**src/core/smri_defines.vh**
```
// Constants of the supply monitor, reset and interrupt block.
`ifndef SMRI_DEFINES_VH
`define SMRI_DEFINES_VH

// ****************************************
// Register byte offsets
// ****************************************
`define SMRI_OFF_CTRL      8'h00
`define SMRI_OFF_STATUS    8'h04
`define SMRI_OFF_IRQ_STAT  8'h08
`define SMRI_OFF_IRQ_MASK  8'h0c

// ****************************************
// Field positions
// ****************************************
`define SMRI_CTRL_IRQ_EN   0
`define SMRI_ST_FLAG       0
`define SMRI_ST_LOW        1
`define SMRI_ST_DELAY      2
`define SMRI_ST_OPT        3
`define SMRI_EV_AUX        0
`define SMRI_EV_SUPPLY     1
`define SMRI_EV_ILLEGAL    2
`define SMRI_EV_W          3

// ****************************************
// Reset values and timing
// ****************************************
`define SMRI_CTRL_RST      1'b0
`define SMRI_EV_RST        3'h0
`define SMRI_DATA_RST      32'h0000_0000
`define SMRI_DLY_SHORT     256
`define SMRI_DLY_LONG      4096
`define SMRI_CNT_W         13

`endif

```
**src/core/smri_top.v**
```verilog
// Supply monitor wrapper: supply reset, auxiliary warning flag and interrupt, APB registers.
`timescale 1ns/10ps
`include "smri_defines.vh"


module smri_top #(
	parameter DLY_SHORT = `SMRI_DLY_SHORT,
	parameter DLY_LONG  = `SMRI_DLY_LONG
) (
	input  wire        pclk,            // System clock, 100 MHz.
	input  wire        presetn,         // Asynchronous reset, active low.
	input  wire        psel,            // APB select.
	input  wire        penable,         // APB access phase.
	input  wire        pwrite,          // APB write when high.
	input  wire [7:0]  paddr,           // APB byte address.
	input  wire [31:0] pwdata,          // APB write data.
	output reg  [31:0] prdata,          // APB read data.
	output reg         pready,          // APB ready.
	output reg         pslverr,         // APB error on unmapped address.
	input  wire        supply_low,      // Low-voltage comparator, high when supply is low.
	input  wire        aux_cmp,         // Auxiliary comparator, high while warning is on.
	input  wire        opt_lvr_en,      // Option: low_voltage_reset selected.
	input  wire        opt_long_delay,  // Option: long reset delay selected.
	input  wire        illegal_op,      // Decoder pulse: illegal opcode or prefix.
	output reg         sys_reset,       // Internal reset request to the core.
	output reg         rst_pin_o,       // Reset pin output level.
	output reg         rst_pin_oe,      // Reset pin output enable.
	output reg         irq              // Level interrupt.
);

	// ****************************************
	// Helpers
	// ****************************************
	function hit;
		input [7:0] addr;
		input [7:0] off;
		begin
			hit = (addr == off);
		end
	endfunction

	function [`SMRI_CNT_W-1:0] dly_limit;
		input long_sel;
		begin
			if (long_sel) begin
				dly_limit = DLY_LONG[`SMRI_CNT_W-1:0] - 1'b1;
			end else begin
				dly_limit = DLY_SHORT[`SMRI_CNT_W-1:0] - 1'b1;
			end
		end
	endfunction

	// ****************************************
	// State
	// ****************************************
	reg                    irq_en_q;
	reg                    irq_en_prev_q;
	reg                    flag_q;
	reg                    delay_run_q;
	reg  [`SMRI_CNT_W-1:0] dly_cnt_q;
	reg  [`SMRI_EV_W-1:0]  ev_q;
	reg  [`SMRI_EV_W-1:0]  ev_d;
	reg  [`SMRI_EV_W-1:0]  mask_q;
	reg                    illegal_q;

	wire                   setup_ph;
	wire                   wr_acc;
	wire                   supply_rst;
	wire                   flag_d;
	wire                   flag_tog;
	wire                   en_rise;
	wire                   aux_ev;
	wire                   start_dly;
	wire [`SMRI_EV_W-1:0]  set_ev;
	wire [`SMRI_EV_W-1:0]  clr_ev;
	wire                   mapped;

	// ****************************************
	// APB slave
	// ****************************************
	// The answer is prepared in the setup cycle, so every access completes in the
	// first access cycle with pready taken straight from a flip-flop.
	assign setup_ph = psel & ~penable;
	assign wr_acc   = psel & penable & pready & pwrite;
	assign mapped   = hit(paddr, `SMRI_OFF_CTRL) | hit(paddr, `SMRI_OFF_STATUS) |
	                  hit(paddr, `SMRI_OFF_IRQ_STAT) | hit(paddr, `SMRI_OFF_IRQ_MASK);

	always @(posedge pclk or negedge presetn) begin
		if (!presetn) begin
			pready  <= 1'b0;
			pslverr <= 1'b0;
			prdata  <= `SMRI_DATA_RST;
		end else begin
			pready  <= setup_ph;
			pslverr <= setup_ph & ~mapped;
			prdata  <= `SMRI_DATA_RST;
			if (setup_ph && !pwrite) begin
				if (hit(paddr, `SMRI_OFF_CTRL)) begin
					prdata[`SMRI_CTRL_IRQ_EN] <= irq_en_q;
				end
				if (hit(paddr, `SMRI_OFF_STATUS)) begin
					prdata[`SMRI_ST_FLAG]  <= flag_q;
					prdata[`SMRI_ST_LOW]   <= supply_rst;
					prdata[`SMRI_ST_DELAY] <= delay_run_q;
					prdata[`SMRI_ST_OPT]   <= opt_lvr_en;
				end
				if (hit(paddr, `SMRI_OFF_IRQ_STAT)) begin
					prdata[`SMRI_EV_W-1:0] <= ev_q;
				end
				if (hit(paddr, `SMRI_OFF_IRQ_MASK)) begin
					prdata[`SMRI_EV_W-1:0] <= mask_q;
				end
			end
		end
	end

	// ****************************************
	// Control and mask registers
	// ****************************************
	always @(posedge pclk or negedge presetn) begin
		if (!presetn) begin
			irq_en_q      <= `SMRI_CTRL_RST;
			irq_en_prev_q <= `SMRI_CTRL_RST;
			mask_q        <= `SMRI_EV_RST;
		end else begin
			irq_en_prev_q <= irq_en_q;
			if (wr_acc && hit(paddr, `SMRI_OFF_CTRL)) begin
				irq_en_q <= pwdata[`SMRI_CTRL_IRQ_EN];
			end
			if (wr_acc && hit(paddr, `SMRI_OFF_IRQ_MASK)) begin
				mask_q <= pwdata[`SMRI_EV_W-1:0];
			end
		end
	end

	// ****************************************
	// Supply reset and reset delay
	// ****************************************
	// Without the option the comparator is ignored entirely.
	assign supply_rst = opt_lvr_en & supply_low;

	// The delay restarts while any reset source is active, so it is timed from
	// the last moment a source was seen.
	assign start_dly = supply_rst | illegal_q;

	always @(posedge pclk or negedge presetn) begin
		if (!presetn) begin
			delay_run_q <= 1'b1;
			dly_cnt_q   <= {`SMRI_CNT_W{1'b0}};
		end else if (start_dly) begin
			delay_run_q <= 1'b1;
			dly_cnt_q   <= {`SMRI_CNT_W{1'b0}};
		end else if (delay_run_q) begin
			if (dly_cnt_q == dly_limit(opt_long_delay)) begin
				delay_run_q <= 1'b0;
			end
			dly_cnt_q <= dly_cnt_q + 1'b1;
		end
	end

	// ****************************************
	// Illegal opcode capture
	// ****************************************
	always @(posedge pclk or negedge presetn) begin
		if (!presetn) begin
			illegal_q <= 1'b0;
		end else begin
			illegal_q <= illegal_op;
		end
	end

	// ****************************************
	// Reset outputs
	// ****************************************
	// The pin is open drain: it only ever pulls low, and the enable shows when.
	always @(posedge pclk or negedge presetn) begin
		if (!presetn) begin
			sys_reset  <= 1'b1;
			rst_pin_o  <= 1'b0;
			rst_pin_oe <= 1'b1;
		end else begin
			sys_reset  <= start_dly | delay_run_q;
			rst_pin_o  <= 1'b0;
			rst_pin_oe <= start_dly | delay_run_q;
		end
	end

	// ****************************************
	// Auxiliary warning flag and events
	// ****************************************
	assign flag_d   = opt_lvr_en & aux_cmp;
	assign flag_tog = flag_d ^ flag_q;

	// Toggles inside the reset delay are dropped rather than held back, which
	// is what keeps a fast supply ramp from leaving a stale interrupt.
	assign en_rise = irq_en_q & ~irq_en_prev_q & opt_lvr_en;
	assign aux_ev  = (flag_tog & irq_en_q & ~delay_run_q) | en_rise;

	always @(posedge pclk or negedge presetn) begin
		if (!presetn) begin
			flag_q <= 1'b0;
		end else begin
			flag_q <= flag_d;
		end
	end

	// ****************************************
	// Interrupt status, write one to clear
	// ****************************************
	assign set_ev = {illegal_q, supply_rst, aux_ev};
	assign clr_ev = (wr_acc && hit(paddr, `SMRI_OFF_IRQ_STAT)) ?
	                pwdata[`SMRI_EV_W-1:0] : `SMRI_EV_RST;

	always @* begin
		// A new event in the clearing cycle survives the clear.
		ev_d = (ev_q & ~clr_ev) | set_ev;
	end

	always @(posedge pclk or negedge presetn) begin
		if (!presetn) begin
			ev_q <= `SMRI_EV_RST;
			irq  <= 1'b0;
		end else begin
			ev_q <= ev_d;
			irq  <= |(ev_d & mask_q);
		end
	end

endmodule

```
**config.mk**
```make
export PLATFORM = sky130hd
export DESIGN_NAME = smri_top
export DESIGN_NICKNAME = d
export VERILOG_FILES = /design/src/core/smri_top.v
export VERILOG_INCLUDE_DIRS = /design/src /design/src/core
export SDC_FILE = /design/constraint.sdc
export NUM_CORES = 1
export LEC_CHECK = 0
export BUFFER_PORTS_ARGS = -buffer_cell sky130_fd_sc_hd__buf_2
export CORE_MARGIN = 4
export CORE_UTILIZATION = 48
export CTS_CLUSTER_SIZE = 30
export DETAILED_ROUTE_END_ITERATION = 8
export PLACE_DENSITY = 0.84
export SYNTH_ARGS = -nofsm -noshare
export SYNTH_HDL_FRONTEND = slang
export SYNTH_SLANG_ARGS = --single-unit
```
**constraint.sdc**
```tcl
create_clock -name pclk -period 4.73 [get_ports pclk]
set_clock_uncertainty 0.05 [all_clocks]
set_input_delay 1.419 -clock pclk [delete_from_list [all_inputs] [get_ports pclk]]
set_output_delay 1.419 -clock pclk [all_outputs]
set_load 0.01 [all_outputs]
```
==> key figures <==
Run status
  – Status: complete, no violations

Die
  – Total Die Area: 0.004517 sq mm
  – DIE HEIGHT: 67.21 um
  – Initial Util: 0.5004
  – Die span in x: 67.21 um
  – IO Count: 88
  – Row cnt: 21
  – Core ar.: 0.003363 sq mm

Clock tree
  – TritonCTS Buffers: 5
  – Hold buffers post-CTS: 0
  – Post-CTS resize count: 0
  – CTS tree: yes
  – Worst-path clk slew: 0.09 ns
  – Post-CTS Setup Bufs: 0
  – H-tree depth: 2
  – TritonCTS Sinks: 32
  – Skew-Pair Late Insertion Delay: 0.32 ns
  – Clk buf depth: 2
  – Root Buffer: clkbuf_4

Pwr
  – Leak Pwr: 0.0008908 uW
  – Power per cell area: 263.8 mW/mm^2
  – Worst VDD drop: 0.1364 mV
  – Tot Pwr: 478.3 uW

STA
  – # setup viols final: 0
  – Worst Max-Slew Pin Slew: 0.6909 ns
  – Fin. Hold Viols: 0
  – TNS Setup: 0 ns
  – Pins Over Slew Limit: 0
  – F_max: 339.9 MHz
  – Final period util: 0.6220
  – Hold slack: 0.3923 ns
  – Clock period minus final worst setup slack: 2.942 ns
  – RSZ-0062 raised after global routing: false
  – Max_slew headroom: 0.5394

GRT
  – Number of global-route vias before repair: 1061
  – First-pass GRT wire length: 4567 um
  – Antenna violations before repair: 0
  – GRT Residual Overflow: 0
  – Gr usage total: 0.1379
  – Largest net degree at the start of global routing: 33

Yosys
  – Area contributors post-synth: dfrtp_1 (45%), buf_4 (13%), nor2_1 (5.1%)
  – Sequential share of the synthesized area: 0.4773
  – Top FF cell, synth: dfrtp_1
  – Post-synth ARST share: 1.000
  – Leading area contributor after synthesis: dfrtp_1
  – Synth cell types: 39
  – Post-Syn Instances: 174
  – Syn avg cell area: 9.672 sq um
  – Yosys top cell area share: 0.4461
  – Yosys warns: 0
  – EDFF count, synth: 0
  – Synthesized cell area: 0.001683 sq mm
  – Yosys reg bits: 32

Worst setup path
  – Arrival @ worst endpoint: 3.11 ns
  – Crit. End Element: flip-flop
  – Worst Reg-to-Reg Cells: 5
  – Largest fanout on the critical path: 6
  – Reg2Reg Launch Point: dly_cnt_q[9]$_DFFE_PN0P_
  – Critical path origin: paddr[5]
  – Req. time, crit path: 4.89 ns
  – Critical path capture point: mask_q[2]$_DFFE_PN0P_
  – Setup crit start kind: input pin
  – Crit path kind: in -> reg
  – Worst r2r dst: delay_run_q$_DFF_PN1_
  – R2R Setup Slk: 3.00 ns

Layout
  – Most common cell after layout, fill and taps aside: dfrtp_1
  – Ant diodes: 0
  – Layout area overhead: 7.732%
  – Layout cells sized above 1: 0.2184
  – Nets@finish: 256
  – Commonest cells after routing, fill and taps aside: dfrtp_1 (30), conb_1 (29), buf_2 (29), nor2_1 (23), nand2_1 (12)

Routing
  – ANT nets after route: 0
  – Via count: 1213
  – Average wire per standard cell: 11.54 um
  – DRC errors left: 0
  – DR iter-0 viols: 86
  – Routed wire length: 2908 um
  – Number of iterations in the first detailed-routing pass: 4
  – Drt via density: 4.813

Placed design
  – Port Buffer Count: 29
  – GP Congestion: 0.8193
  – Post-detail-place hpwl: 2216 um

Worst hold path
  – HP Class: reg -> reg

Run
  – Max-Cap Viols: 0
-- critical path: stages --
cell,delay (ns)
buf_2,0.10
or4_4,0.53
nor3_4,0.22
nand3_1,0.18
nor2_1,0.28
mux2_2,0.37
-- synthesized netlist by cell type (2+ instances only) --
| cell | count |
|---|---|
| nand3_1 | 7 |
| a21oi_1 | 6 |
| xor2_1 | 6 |
| o21ai_0 | 3 |
| a31oi_1 | 2 |
| nand4_1 | 5 |
| nor2b_1 | 2 |
| or3_1 | 2 |
| nand2b_1 | 2 |
| buf_4 | 30 |
| inv_1 | 6 |
| dfstp_2 | 2 |
| xnor2_1 | 5 |
| dfrtp_1 | 30 |
| nor3_1 | 4 |
| nand2_1 | 12 |
| nor4_1 | 2 |
| mux2_2 | 4 |
| clkbuf_1 | 2 |
| nor2_1 | 23 |
-- routing by layer --
metal / up-vias / share of wire / GRT usage
li1: 595 / - / -
met1: 572 / 0.44 / 0.1729
met2: 39 / 0.47 / 0.2184
met3: 7 / 0.064 / 0.04493
met4: 0 / 0.022 / 0.05823
met5: - / 0 / 0
-- stage by stage --
step           worst slack (ns)  cell area (sq um)  cells    util
6_report                  1.788               1813    252  0.5391
5_1_grt                   1.710               1813    252  0.5391
4_1_cts                   1.793               1813    252  0.5391
3_5_place_dp              1.438               1754    244  0.5216
3_3_place_gp              1.476               1754    244  0.5216
2_1_floorplan             1.696               1788    202       -
-- final cells by class --
cell class                      instances  area, sq um
Clock buffer                            8        58.81
Fill cell                             311         1550
Inverter                                6        22.52
Multi-Input combinational cell        131        725.7
Sequential cell                        32        803.3
Tap cell                               46        57.56
Timing Repair Buffer                   29        145.1
-- sequential cells by signal, indices dropped and copies added, names as in the netlist, 3 cells and up --
| name | cells |
|---|---|
| ev_q | 3 |
| dly_cnt_q | 13 |
| mask_q | 3 |
| prdata | 4 |
-- how the worst min path moves through the flow --
stage / startpoint / to / depth (start not counted)
final: irq_en_q$_DFFE_PN0P_ / irq_en_prev_q$_DFF_PN0_ / 0
after CTS: irq_en_q$_DFFE_PN0P_ / irq_en_prev_q$_DFF_PN0_ / 0
after floorplan: irq_en_q$_DFFE_PN0P_ / irq_en_prev_q$_DFF_PN0_ / 0
after global placement: irq_en_q$_DFFE_PN0P_ / irq_en_prev_q$_DFF_PN0_ / 0
after global routing: irq_en_q$_DFFE_PN0P_ / irq_en_prev_q$_DFF_PN0_ / 0
after detailed placement: irq_en_q$_DFFE_PN0P_ / irq_en_prev_q$_DFF_PN0_ / 0
-- kinds of logic (layout without fill, tap and decap cells) --
kind of cell	after synthesis	count (layout)	synth area share
AO/OA/AOI/OAI	19	19	0.07361
XOR/XNOR	11	11	0.05725
adder cells (fa/ha/maj)	1	1	0.007434
buffers and inverters	39	43	0.1539
flip-flops	32	32	0.4773
multiplexers	5	5	0.03271
other	1	29	0.002228
AND/OR/NAND/NOR	66	66	0.1955
-- where the power goes --
| part | total, uW | internal, uW | switching, uW |
|---|---|---|---|
| Combinational | 43.0 | 12.3 | 30.7 |
| Sequential | 280 | 277 | 2.67 |
| Clock | 156 | 73.2 | 82.4 |
| Total | 478 | 363 | 116 |
(Power assumes the default switching activity.)
